### config.mk
export PLATFORM = sky130hd
export DESIGN_NAME = acc_top
export DESIGN_NICKNAME = d
export VERILOG_FILES = /design/src/rtl/acc_pkg.sv /design/src/rtl/acc_edge.sv /design/src/rtl/acc_sync.sv /design/src/rtl/acc_top.sv
export VERILOG_INCLUDE_DIRS = /design/src /design/src/rtl
export SDC_FILE = /design/constraint.sdc
export NUM_CORES = 1
export LEC_CHECK = 0
export ABC_AREA = 0
export BUFFER_PORTS_ARGS = -buffer_cell sky130_fd_sc_hd__buf_2
export CAP_MARGIN = 20
export CORE_ASPECT_RATIO = 0.9
export CORE_UTILIZATION = 48
export DETAILED_ROUTE_END_ITERATION = 6
export PLACE_DENSITY = 0.76
export SYNTH_ARGS = -nofsm -noshare
export SYNTH_HDL_FRONTEND = slang
export SYNTH_SLANG_ARGS = --single-unit
### constraint.sdc
create_clock -name clk_i -period 1.7 [get_ports clk_i]
set_input_delay 0.085 -clock clk_i [delete_from_list [all_inputs] [get_ports clk_i]]
set_output_delay 0.085 -clock clk_i [all_outputs]
set_load 0.1 [all_outputs]
### src/rtl/acc_params.svh
// Register offsets, field positions, reset values and the overview of operation
// Overview of operation
// - Bit 15 of a comparator control register switches that comparator on or off without touching other bits.
// - Bit 14 drives the comparator result onto its own output pin when set while the comparator runs, and leaves the pin undriven otherwise.
// - Bit 13 inverts the comparator result when set and passes it unchanged when clear.
// - The inversion also applies ahead of edge detection, so the interrupt comes on the opposite edge to the one selected.
// - Read-only bit 8 of each control register shows the live result level and resets to 0.
// - The edge select field at bits 7:6 raises an event on a rising edge for 01, a falling edge for 10, either edge for 11, and never for 00.
// - Bit 4 routes the positive input to the adjustable reference when set and to pin A when clear.
// - Bits 1:0 route the negative input to pin B, C or D for 00, 01 or 10, and to the fixed reference for 11.
// - Status bit 13 stops all comparators while the system is idle when set, and lets them run when clear.
// - Status bits 0, 1 and 2 mirror the live results of comparators 1, 2 and 3.
// - Unassigned bits read as zero and ignore writes.
// - Each control register and the status register has clear, set and invert aliases at 0x4, 0x8 and 0xC above its base.
`ifndef ACC_PARAMS_SVH
`define ACC_PARAMS_SVH
`define ACC_CTRL0_OFS 8'h00
`define ACC_CTRL1_OFS 8'h10
`define ACC_CTRL2_OFS 8'h20
`define ACC_STAT_OFS 8'h60
`define ACC_IRQ_STAT_OFS 8'h70
`define ACC_IRQ_CLR_OFS 8'h74
`define ACC_IRQ_EN_OFS 8'h78
`define ACC_ALIAS_CLR 2'h1
`define ACC_ALIAS_SET 2'h2
`define ACC_ALIAS_INV 2'h3
`define ACC_BIT_ON 15
`define ACC_BIT_OE 14
`define ACC_BIT_INV 13
`define ACC_BIT_LIVE 8
`define ACC_BIT_EVH 7
`define ACC_BIT_EVL 6
`define ACC_BIT_PSEL 4
`define ACC_BIT_NSH 1
`define ACC_BIT_NSL 0
`define ACC_BIT_STOP_IN_IDLE 13
`define ACC_CTRL_WMASK 32'h0000E0D3
`define ACC_STAT_WMASK 32'h00002000
`define ACC_CTRL_RESET 32'h000000C3
`define ACC_STAT_RESET 32'h00000000
`endif

### src/rtl/acc_pkg.sv
// Types shared by the comparator control block
package acc_pkg;
    typedef enum logic [1:0] {
        ACC_EDGE_NONE = 2'h0,
        ACC_EDGE_RISE = 2'h1,
        ACC_EDGE_FALL = 2'h2,
        ACC_EDGE_BOTH = 2'h3
    } acc_edge_type;
    typedef enum logic [2:0] {
        ACC_BUS_IDLE = 3'h1,
        ACC_BUS_ACK = 3'h2,
        ACC_BUS_GAP = 3'h4
    } acc_bus_type;
endpackage

### src/rtl/acc_edge.sv
// Per-comparator inversion and edge event detector
`timescale 1ns/1ps
module acc_edge
    import acc_pkg::*;
(
    input wire logic clk_i,
    input wire logic rst_i,
    input wire logic raw_i,
    input wire logic run_i,
    input wire logic invert_i,
    input wire logic [1:0] edge_sel_i,
    output logic result_o,
    output logic event_o
);
    logic res_q, res_d, ev_q, ev_d;
    logic rise, fall;
    always_comb begin
        res_d = run_i ? (raw_i ^ invert_i) : 1'b0;
        rise = run_i && res_d && !res_q;
        fall = run_i && !res_d && res_q;
        case (acc_edge_type'(edge_sel_i))
            ACC_EDGE_RISE: ev_d = rise;
            ACC_EDGE_FALL: ev_d = fall;
            ACC_EDGE_BOTH: ev_d = rise | fall;
            default: ev_d = 1'b0;
        endcase
    end
    always_ff @(posedge clk_i) begin
        if (rst_i) begin
            res_q <= 1'b0;
            ev_q <= 1'b0;
        end else begin
            res_q <= res_d;
            ev_q <= ev_d;
        end
    end
    assign result_o = res_q;
    assign event_o = ev_q;
endmodule

### src/rtl/acc_sync.sv
// Three-stage synchroniser with agreement filter for one pin
`timescale 1ns/1ps
module acc_sync (
    input wire logic clk_i,
    input wire logic rst_i,
    input wire logic pin_i,
    output logic level_o
);
    logic s1_q, s2_q, s3_q, lvl_q;
    logic s1_d, s2_d, s3_d, lvl_d;
    always_comb begin
        s1_d = pin_i;
        s2_d = s1_q;
        s3_d = s2_q;
        lvl_d = (s2_q == s3_q) ? s3_q : lvl_q;
    end
    always_ff @(posedge clk_i) begin
        if (rst_i) begin
            s1_q <= 1'b0;
            s2_q <= 1'b0;
            s3_q <= 1'b0;
            lvl_q <= 1'b0;
        end else begin
            s1_q <= s1_d;
            s2_q <= s2_d;
            s3_q <= s3_d;
            lvl_q <= lvl_d;
        end
    end
    assign level_o = lvl_q;
endmodule

### src/rtl/acc_top.sv
// Comparator control and status register bank with Wishbone slave
`timescale 1ns/1ps
`include "acc_params.svh"
module acc_top
    import acc_pkg::*;
(
    input wire logic clk_i,
    input wire logic rst_i,
    input wire logic wb_cyc_i,
    input wire logic wb_stb_i,
    input wire logic wb_we_i,
    input wire logic [7:0] wb_adr_i,
    input wire logic [3:0] wb_sel_i,
    input wire logic [31:0] wb_dat_i,
    output logic [31:0] wb_dat_o,
    output logic wb_ack_o,
    input wire logic idle_i,
    input wire logic [2:0] comparator_raw_i,
    output logic [2:0] comparator_power_o,
    output logic [2:0] positive_input_select_o,
    output logic [5:0] negative_input_select_o,
    output logic [2:0] result_output_pin_o,
    output logic [2:0] result_output_pin_oe_o,
    output logic [2:0] event_pulse_o,
    output logic irq_o
);
    logic [31:0] ctrl_q [3];
    logic [31:0] ctrl_d [3];
    logic stop_in_idle_q, stop_in_idle_d;
    logic [2:0] ists_q, ists_d, ien_q, ien_d;
    logic [31:0] rdat_q, rdat_d;
    logic ack_q, ack_d;
    logic irq_q, irq_d;
    logic [2:0] pwr_q, pwr_d, psel_q, psel_d, pin_q, pin_d, oe_q, oe_d, evo_q;
    logic [5:0] nsel_q, nsel_d;
    logic [2:0] raw_s, live, ev, run;
    logic idle_s;
    logic [31:0] wmask;
    logic [31:0] stat_new;
    logic req, wr;
    logic [1:0] alias_sel;
    logic [7:0] base;

    acc_sync u_idle_sync (
        .clk_i(clk_i),
        .rst_i(rst_i),
        .pin_i(idle_i),
        .level_o(idle_s)
    );

    for (genvar i = 0; i < 3; i++) begin : g_cmp
        acc_sync u_sync (
            .clk_i(clk_i),
            .rst_i(rst_i),
            .pin_i(comparator_raw_i[i]),
            .level_o(raw_s[i])
        );
        // Stop in idle forces every comparator off
        assign run[i] = ctrl_q[i][`ACC_BIT_ON] && !(stop_in_idle_q && idle_s);
        acc_edge u_edge (
            .clk_i(clk_i),
            .rst_i(rst_i),
            .raw_i(raw_s[i]),
            .run_i(run[i]),
            .invert_i(ctrl_q[i][`ACC_BIT_INV]),
            .edge_sel_i(ctrl_q[i][`ACC_BIT_EVH:`ACC_BIT_EVL]),
            .result_o(live[i]),
            .event_o(ev[i])
        );
    end

    // Sub-word strobes only update enabled byte lanes
    always_comb begin
        for (int b = 0; b < 4; b++) begin
            wmask[b*8 +: 8] = {8{wb_sel_i[b]}};
        end
        req = wb_cyc_i && wb_stb_i && !ack_q;
        wr = req && wb_we_i;
        alias_sel = wb_adr_i[3:2];
        base = {wb_adr_i[7:4], 4'h0};
    end

    function automatic logic [31:0] apply(input logic [31:0] old, input logic [31:0] dat,
                                          input logic [31:0] msk, input logic [1:0] op);
        logic [31:0] m;
        m = dat & msk;
        case (op)
            `ACC_ALIAS_CLR: apply = old & ~m;
            `ACC_ALIAS_SET: apply = old | m;
            `ACC_ALIAS_INV: apply = old ^ m;
            default: apply = (old & ~msk) | m;
        endcase
    endfunction

    always_comb begin
        for (int i = 0; i < 3; i++) begin
            ctrl_d[i] = ctrl_q[i];
            if (wr && base == 8'(i * 16)) begin
                ctrl_d[i] = apply(ctrl_q[i], wb_dat_i, wmask & `ACC_CTRL_WMASK, alias_sel);
            end
            ctrl_d[i][`ACC_BIT_LIVE] = live[i];
        end
        stop_in_idle_d = stop_in_idle_q;
        stat_new = apply({18'h0, stop_in_idle_q, 13'h0}, wb_dat_i, wmask & `ACC_STAT_WMASK,
                         alias_sel);
        if (wr && base == `ACC_STAT_OFS) begin
            stop_in_idle_d = stat_new[`ACC_BIT_STOP_IN_IDLE];
        end
        ien_d = ien_q;
        if (wr && wb_adr_i == `ACC_IRQ_EN_OFS && wb_sel_i[0]) begin
            ien_d = wb_dat_i[2:0];
        end
        // New events win over a simultaneous clear
        ists_d = ists_q;
        if (wr && wb_adr_i == `ACC_IRQ_CLR_OFS && wb_sel_i[0]) begin
            ists_d = ists_q & ~wb_dat_i[2:0];
        end
        ists_d = ists_d | ev;
        irq_d = |(ists_d & ien_d);
        rdat_d = 32'h00000000;
        if (req && !wb_we_i) begin
            case (base)
                `ACC_CTRL0_OFS: rdat_d = ctrl_q[0];
                `ACC_CTRL1_OFS: rdat_d = ctrl_q[1];
                `ACC_CTRL2_OFS: rdat_d = ctrl_q[2];
                `ACC_STAT_OFS: rdat_d = {18'h0, stop_in_idle_q, 10'h0, live};
                8'h70: begin
                    if (wb_adr_i == `ACC_IRQ_STAT_OFS) begin
                        rdat_d = {29'h0, ists_q};
                    end else if (wb_adr_i == `ACC_IRQ_EN_OFS) begin
                        rdat_d = {29'h0, ien_q};
                    end
                end
                default: rdat_d = 32'h00000000;
            endcase
        end
        ack_d = req;
        for (int i = 0; i < 3; i++) begin
            pwr_d[i] = run[i];
            psel_d[i] = ctrl_q[i][`ACC_BIT_PSEL];
            nsel_d[i*2 +: 2] = ctrl_q[i][`ACC_BIT_NSH:`ACC_BIT_NSL];
            oe_d[i] = ctrl_q[i][`ACC_BIT_OE] && run[i];
            pin_d[i] = oe_d[i] && live[i];
        end
    end

    always_ff @(posedge clk_i) begin
        if (rst_i) begin
            for (int i = 0; i < 3; i++) begin
                ctrl_q[i] <= `ACC_CTRL_RESET;
            end
            stop_in_idle_q <= 1'b0;
            ists_q <= 3'h0;
            ien_q <= 3'h0;
            rdat_q <= 32'h00000000;
            ack_q <= 1'b0;
            irq_q <= 1'b0;
            pwr_q <= 3'h0;
            psel_q <= 3'h0;
            nsel_q <= 6'h3F;
            pin_q <= 3'h0;
            oe_q <= 3'h0;
            evo_q <= 3'h0;
        end else begin
            ctrl_q <= ctrl_d;
            stop_in_idle_q <= stop_in_idle_d;
            ists_q <= ists_d;
            ien_q <= ien_d;
            rdat_q <= rdat_d;
            ack_q <= ack_d;
            irq_q <= irq_d;
            pwr_q <= pwr_d;
            psel_q <= psel_d;
            nsel_q <= nsel_d;
            pin_q <= pin_d;
            oe_q <= oe_d;
            evo_q <= ev;
        end
    end

    assign wb_dat_o = rdat_q;
    assign wb_ack_o = ack_q;
    assign irq_o = irq_q;
    assign comparator_power_o = pwr_q;
    assign positive_input_select_o = psel_q;
    assign negative_input_select_o = nsel_q;
    assign result_output_pin_o = pin_q;
    assign result_output_pin_oe_o = oe_q;
    assign event_pulse_o = evo_q;

    property p_ack_one;
        @(posedge clk_i) disable iff (rst_i) wb_ack_o |=> !wb_ack_o;
    endproperty
    a_ack_one: assert property (p_ack_one) else $error("ack held two cycles");
    property p_ack_req;
        @(posedge clk_i) disable iff (rst_i) (wb_cyc_i && wb_stb_i && !wb_ack_o) |=> wb_ack_o;
    endproperty
    a_ack_req: assert property (p_ack_req) else $error("request not acked");
    property p_live_bit;
        @(posedge clk_i) disable iff (rst_i) ##1 ctrl_q[0][`ACC_BIT_LIVE] == $past(live[0]);
    endproperty
    a_live_bit: assert property (p_live_bit) else $error("live bit stale");
    property p_unused_zero;
        @(posedge clk_i) disable iff (rst_i) (ctrl_q[1] & ~32'h0000E1D3) == 32'h0;
    endproperty
    a_unused_zero: assert property (p_unused_zero) else $error("reserved bit set");
    property p_off_no_event;
        @(posedge clk_i) disable iff (rst_i) !run[0] ##1 !run[0] |=> !event_pulse_o[0];
    endproperty
    a_off_no_event: assert property (p_off_no_event) else $error("event while off");
    property p_pulse_one;
        @(posedge clk_i) disable iff (rst_i)
            (event_pulse_o[2] && ctrl_q[2][7:6] != 2'h3) |=> !event_pulse_o[2];
    endproperty
    a_pulse_one: assert property (p_pulse_one) else $error("event pulse too long");
    property p_idle_stop;
        @(posedge clk_i) disable iff (rst_i) (stop_in_idle_q && idle_s) |=> comparator_power_o == 3'h0;
    endproperty
    a_idle_stop: assert property (p_idle_stop) else $error("comparator runs in idle");
    property p_oe_off;
        @(posedge clk_i) disable iff (rst_i) !ctrl_q[1][`ACC_BIT_OE] |=> !result_output_pin_oe_o[1];
    endproperty
    a_oe_off: assert property (p_oe_off) else $error("pin driven while disabled");
    property p_irq;
        @(posedge clk_i) disable iff (rst_i) irq_o == $past(|(ists_d & ien_d));
    endproperty
    a_irq: assert property (p_irq) else $error("irq mismatch");
    c_write: cover property (@(posedge clk_i) disable iff (rst_i) wr ##1 wb_ack_o);
    c_event: cover property (@(posedge clk_i) disable iff (rst_i) |event_pulse_o);
    c_irq: cover property (@(posedge clk_i) disable iff (rst_i) irq_o);
    c_idle: cover property (@(posedge clk_i) disable iff (rst_i) stop_in_idle_q && idle_s);
    c_alias: cover property (@(posedge clk_i) disable iff (rst_i) wr && alias_sel != 2'h0);

    // Input routing outputs track the stored selects one cycle later
    property p_psel_follow;
        @(posedge clk_i) disable iff (rst_i)
            ##1 positive_input_select_o == $past({ctrl_q[2][4], ctrl_q[1][4], ctrl_q[0][4]});
    endproperty
    a_psel_follow: assert property (p_psel_follow) else $error("positive select stale");

    property p_nsel_follow;
        @(posedge clk_i) disable iff (rst_i)
            ##1 negative_input_select_o == $past({ctrl_q[2][1:0], ctrl_q[1][1:0], ctrl_q[0][1:0]});
    endproperty
    a_nsel_follow: assert property (p_nsel_follow) else $error("negative select stale");

    // Power, pin drive and register hold
    property p_power_off;
        @(posedge clk_i) disable iff (rst_i) !ctrl_q[2][`ACC_BIT_ON] |=> !comparator_power_o[2];
    endproperty
    a_power_off: assert property (p_power_off) else $error("disabled core powered");

    property p_power_on;
        @(posedge clk_i) disable iff (rst_i)
            (!stop_in_idle_q && ctrl_q[1][`ACC_BIT_ON]) |=> comparator_power_o[1];
    endproperty
    a_power_on: assert property (p_power_on) else $error("enabled core unpowered");

    property p_pin_needs_oe;
        @(posedge clk_i) disable iff (rst_i) result_output_pin_o[0] |-> result_output_pin_oe_o[0];
    endproperty
    a_pin_needs_oe: assert property (p_pin_needs_oe) else $error("pin high while undriven");

    property p_oe_follow;
        @(posedge clk_i) disable iff (rst_i)
            (ctrl_q[2][`ACC_BIT_OE] && run[2]) |=> result_output_pin_oe_o[2];
    endproperty
    a_oe_follow: assert property (p_oe_follow) else $error("pin not driven");

    property p_ctrl_hold;
        @(posedge clk_i) disable iff (rst_i)
            !(wr && base == `ACC_CTRL0_OFS) |=> ctrl_q[0][15:9] == $past(ctrl_q[0][15:9]);
    endproperty
    a_ctrl_hold: assert property (p_ctrl_hold) else $error("control changed unwritten");

    property p_stop_in_idle_hold;
        @(posedge clk_i) disable iff (rst_i) !(wr && base == `ACC_STAT_OFS) |=> $stable(stop_in_idle_q);
    endproperty
    a_stop_in_idle_hold: assert property (p_stop_in_idle_hold) else $error("stop in idle changed");

    // Read data
    property p_stat_read;
        @(posedge clk_i) disable iff (rst_i)
            (wb_cyc_i && wb_stb_i && !wb_ack_o && !wb_we_i && wb_adr_i == `ACC_STAT_OFS)
            |=> wb_dat_o[2:0] == $past(live);
    endproperty
    a_stat_read: assert property (p_stat_read) else $error("status mirror wrong");

    property p_read_high_zero;
        @(posedge clk_i) disable iff (rst_i) wb_ack_o |-> wb_dat_o[31:16] == 16'h0000;
    endproperty
    a_read_high_zero: assert property (p_read_high_zero) else $error("upper half set");

    property p_data_idle;
        @(posedge clk_i) disable iff (rst_i) !wb_ack_o |-> wb_dat_o == 32'h00000000;
    endproperty
    a_data_idle: assert property (p_data_idle) else $error("read data outside ack");

    // Events and interrupt
    property p_no_sel_no_event;
        @(posedge clk_i) disable iff (rst_i)
            ctrl_q[0][7:6] == 2'h0 ##1 ctrl_q[0][7:6] == 2'h0 |=> !event_pulse_o[0];
    endproperty
    a_no_sel_no_event: assert property (p_no_sel_no_event) else $error("event unselected");

    property p_sticky;
        @(posedge clk_i) disable iff (rst_i)
            (ists_q[1] && !(wr && wb_adr_i == `ACC_IRQ_CLR_OFS && wb_sel_i[0])) |=> ists_q[1];
    endproperty
    a_sticky: assert property (p_sticky) else $error("status bit lost");

    property p_irq_masked;
        @(posedge clk_i) disable iff (rst_i) (ien_q == 3'h0 && !wr) |=> !irq_o;
    endproperty
    a_irq_masked: assert property (p_irq_masked) else $error("masked irq raised");
endmodule

# Yosys cells after proc, flatten, opt, wreduce, memory -nomap -nowiden
# Cells that the tools add are included.
# word_totals
ff_bits	180
inputBits	53
wordCells	161
# classes
eq_ne	23
muxes	15
bitwise_logic	37
n_reduce_logical	46
# ops
cell	count
$pmux 32 s3	3
$and 32x32->32	6
$or 32x32->32	6
$pmux 32 s5	1
$xor 32x32->32	3
$and 14x14->14	3
$pmux 14 s3	1
$logic_and 1x1->1	34
$and 32x16->32	1
$not 16->32	1
$not 32->32	1
$not 14->14	2
$or 14x14->14	2
$eq 8x7->1 const B	3
$eq 2x2->1 const B	8
$xor 14x14->14	1
$mux 3	4
$logic_not 1->1	9
$pmux 1 s3	3
$eq 2x1->1 const B	4
$eq 4x3->1 const B	2
$logic_not 8->1	1
$and 3x3->3	2
$eq 1x1->1	4
10 further kinds	16

# Longest topological paths before layout
# depth
word_depth	9
ltp_mapped	8
mapped_depth_nobuf	7

# Hierarchy
# From an unflattened synthesis, not the netlist that was laid out.
# unflattened
hier_cells	472
area_unflattened_um2	4304.1
# modules_own_cells
module	n_inst	cells_each	area_per_inst_um2	seq_area_each_um2
acc_top	1	411	3594.7	1341.3
acc_sync	4	10	112.6	80.1
acc_edge	3	7	86.3	40.0

# Worst setup path before layout
# Ideal clock, no wire load.
# synth_path
kind	register -> register
start	register ack_q, in the netlist wb_ack_o
end	register irq_q, in the netlist irq_o
setup_time_ns	0.129
arrival_ns	2.034
setup_slack_ns	-0.463
stages_incl_launch_ff	6
path_cell_list	dfxtp_1 > nand4b_1 > or4_4 > o21a_1 > nor2_2 > o311ai_1
# synth_between
elab_chain_cells	9
elab_cells_between_ends	12
# synth_rtl
element	line	rtl
start: declaration	acc_top.sv:32	logic ack_q, ack_d;
start signal: assignment	acc_top.sv:170	ack_q <= ack_d;
$logic_not 1->1 (*)	acc_top.sv:77	req = wb_cyc_i && wb_stb_i && !ack_q;
$logic_and 1x1->1 (*)	acc_top.sv:77	
$logic_and 1x1->1 (*)	acc_top.sv:78	wr = req && wb_we_i;
$logic_and 1x1->1 (no source line)	-	
$logic_and 1x1->1	acc_top.sv:115	if (wr && wb_adr_i == `ACC_IRQ_CLR_OFS && wb_sel_i[0]) begin
$mux 3	acc_top.sv:115	
$or 3x3->3	acc_top.sv:118	ists_d = ists_d | ev;
$and 3x3->3 (*)	acc_top.sv:119	irq_d = |(ists_d & ien_d);
$reduce_or 3->1 (*)	acc_top.sv:119	
end signal: assignment	acc_top.sv:171	irq_q <= irq_d;
end: declaration	acc_top.sv:33	logic irq_q, irq_d;
# Mark *: on every way between the ends. The rest lies on a longest branch, timed or not.
# A chain may end at the register's enable or synchronous reset.

# Final worst setup path
# Same ends and word-level chain as after synthesis.

==> flow_summary.yaml <==
global_routing:
  antenna_found_initial: 0
  grt_start_max_net_pins: 49
  grtUsageTotal_pct: 22.4
  grt_pass1_wl_um: 15900
  overflow: 0
  first_global_vias: 3190
logic_synthesis:
  synth_area_per_cell_um2: 8.97
  syn_inst: 465
  synth_top_area_cell: "dfxtp_1"
  synth_area_leaders: "dfxtp_1 43%, ha_1 7.5%, a21oi_1 4.9%"
  yosysSeqAreaShare_pct: 42.7
  netlist-cell-type-count: 48
  synth_seq_cells: 89
  synthesis.area_um2: 4170
  synth_top_cell_area_share_pct: 42.7
  ys_warn_count: 0
setup_path:
  cp_data_arrival_time_ns: 1.99
  critPathLaunchType: "register"
  r2r_slack_ns: -0.06
  worstSetupEndpointType: "register"
  cp.required_ns: 1.94
  worstSetupPathType: "register to register"
  critPathMaxFanout: 3
die:
  start_util_pct: 50.7
  die_h_um: 90.5
  io_pins: 108
  core_area_um2: 8220
  num_rows: 31
  fp.dieArea_um2: 9070
  die_w_um: 100
sta:
  slew_violations: 0
  report.final.hold_viol_count: 0
  setup_viol: 4
  min_period_over_period_pct: 103
  holdWs_ns: 0.0527
  rsz0062_at_grt: "true"
  period_needed_ns: 1.76
  finClkSkew_ns: 0.0142
  fin_ws_ns: -0.0560
  max_freq_mhz: 569
placed_design:
  io_buffer_count: 60
  hpwl_um: 7200
  dp.cells: 643
  routabilityCongestion: 0.872
finish:
  fillCellCount: 716
  layout.cells.non_filler: 665
  fin_util_pct: 60.0
  most-common-layout-cells: "88 x dfxtp_1, 60 x buf_2, 52 x nand2_1"
  layout.nets: 623
  drive_above_1_share_pct: 24.2
  syn_to_final_growth_pct: 18.3
  final_common_cell: "dfxtp_1"
  n_antenna_cell: 0
run_status:
  status: "complete, but fails checks"
  violations: "negative setup slack"
power:
  power.density_nw_per_um2: 864
  power.total_mw: 4.26
  ir_drop_mv: 0.526
  p_leak_nw: 2.07
detailed_routing:
  drtAntennaViolNets: 0
  drt_pass1_iterations: 5
  vias_per_cell: 5.46
  wl_per_cell_um: 15.2
  num_vias: 3628
  drcViolationCount: 0
  drtIter0Drc: 322
  finalWirelength_um: 10100
clocking:
  cts-root-buf: "clkbuf_8"
  clk_latency_ns: 0.36
  cts-buffers-inserted: 9
  max-clock-path-buffers: 2
  htree_levels: 3
  tritoncts: "done"
  postCtsSetupBuffers: 0
  clkTransAtPathRegs_ns: 0.09
  cts.sinks: 89
flow_run:
  max-cap-violations: 0
min_path:
  hp-class: "input pin to register"
## Yosys cell counts, drive strengths merged
library cell and instances:
o21ai 24, xnor2 3, and4b 1, nand4b 1, inv 7, nor3 2, conb 1, nand2 52
and3 3, a221oi 7, nand2b 6, a22oi 6, ha 25, or4 2, o211ai 13, nand3 4
o21a 1, a32oi 1, buf 27, nor4b 1, a211o 16, nor2b 20, nand3b 1, clkbuf 22
and2 3, nor3b 3, and4 1, nor4 4, mux2i 10, nor2 38, mux2 6, dfxtp 89
or2 10, a211oi 6, o311ai 1, a31oi 5, a21oi 41, a21o 1, or4b 1
## per-layer routing
layer	track usage [%]	share of wire [%]	up-vias
met1	31.5	47	1691
met2	34.0	45	158
met5	0	0	-
li1	-	-	1763
met3	4.72	6.9	16
met4	7.61	1.3	0
## report_power, final
group          total (mW)  leakage, nW  switching (mW)  internal (mW)
Sequential           2.11        0.720         0.00747           2.10
Clock                1.58        0.111           0.747          0.836
Combinational       0.575         1.24           0.436          0.139
## final timing paths
path / start / to / cells after the start
max: wb_ack_o / irq_o / 6
min: wb_dat_i[0] / ien_q[0] / 3
max reg2reg: wb_ack_o / irq_o / 6
min reg2reg: u_idle_sync.s1_q / u_idle_sync.s2_q / 1
## worst max-delay path, cell delays in order (launching register included)
cell and delay (ns):
dfxtp_4 0.35, nand4b_1 0.25, buf_4 0.20, or4_4 0.43, o21a_1 0.20, nor2_2 0.10, o311ai_1 0.11
## area by class of cell
class                      count  area, um2  share of cell area (%)
tap                          115        144                    2.91
sequential                    89       1790                    36.2
timing repair buffer          97        597                    12.1
inverter                       7       26.3                   0.532
clock buffer                  10        128                    2.58
clock inverter                 6       91.3                    1.85
multi-input combinational    341       2170                    43.9
## cell families after synthesis
logic type | share of synthesized area [%]
and+or+nand+nor | 18.6
adders and majority gates | 7.50
muxes | 4.02
buffers and inverters | 7.71
xor gates and xnor gates | 0.630
AOI/OAI and AO/OA | 18.7
DFF | 42.7
other | 0.0899
## metrics by stage
stage                     TNS, ns  area, um2  setup WS (ns)
after global placement     -0.306       4650        -0.0679
after floorplan            -0.415       4280        -0.0878
final                     -0.0800       4940        -0.0560
after CTS                 -0.0439       4930        -0.0439
after detailed placement   -0.404       4650         -0.101
after global routing       -0.513       4940         -0.119
## state kept, by name, indices dropped and copies added (netlist names), 3 cells and up
register                 count
g_cmp.u_edge.result_o        3
ctrl_q                      27
g_cmp.u_sync.level_o         3
comparator_power_o           3
result_output_pin_o          3
event_pulse_o                3
g_cmp.u_edge.event_o         3
g_cmp.u_sync.s1_q            3
wb_dat_o                    10
ists_q                       3
g_cmp.u_sync.s3_q            3
negative_input_select_o      6
positive_input_select_o      3
g_cmp.u_sync.s2_q            3
result_output_pin_oe_o       3
ien_q                        3
## repair_timing
action                                  in CTS  in global routing
endpoints found under the setup margin       6                 18
pin swaps                                    0                  2
endpoints found under the hold margin        5                  0
hold buffers                                 6                  0
resized for setup                            1                  2
(Power assumes the default switching activity.)
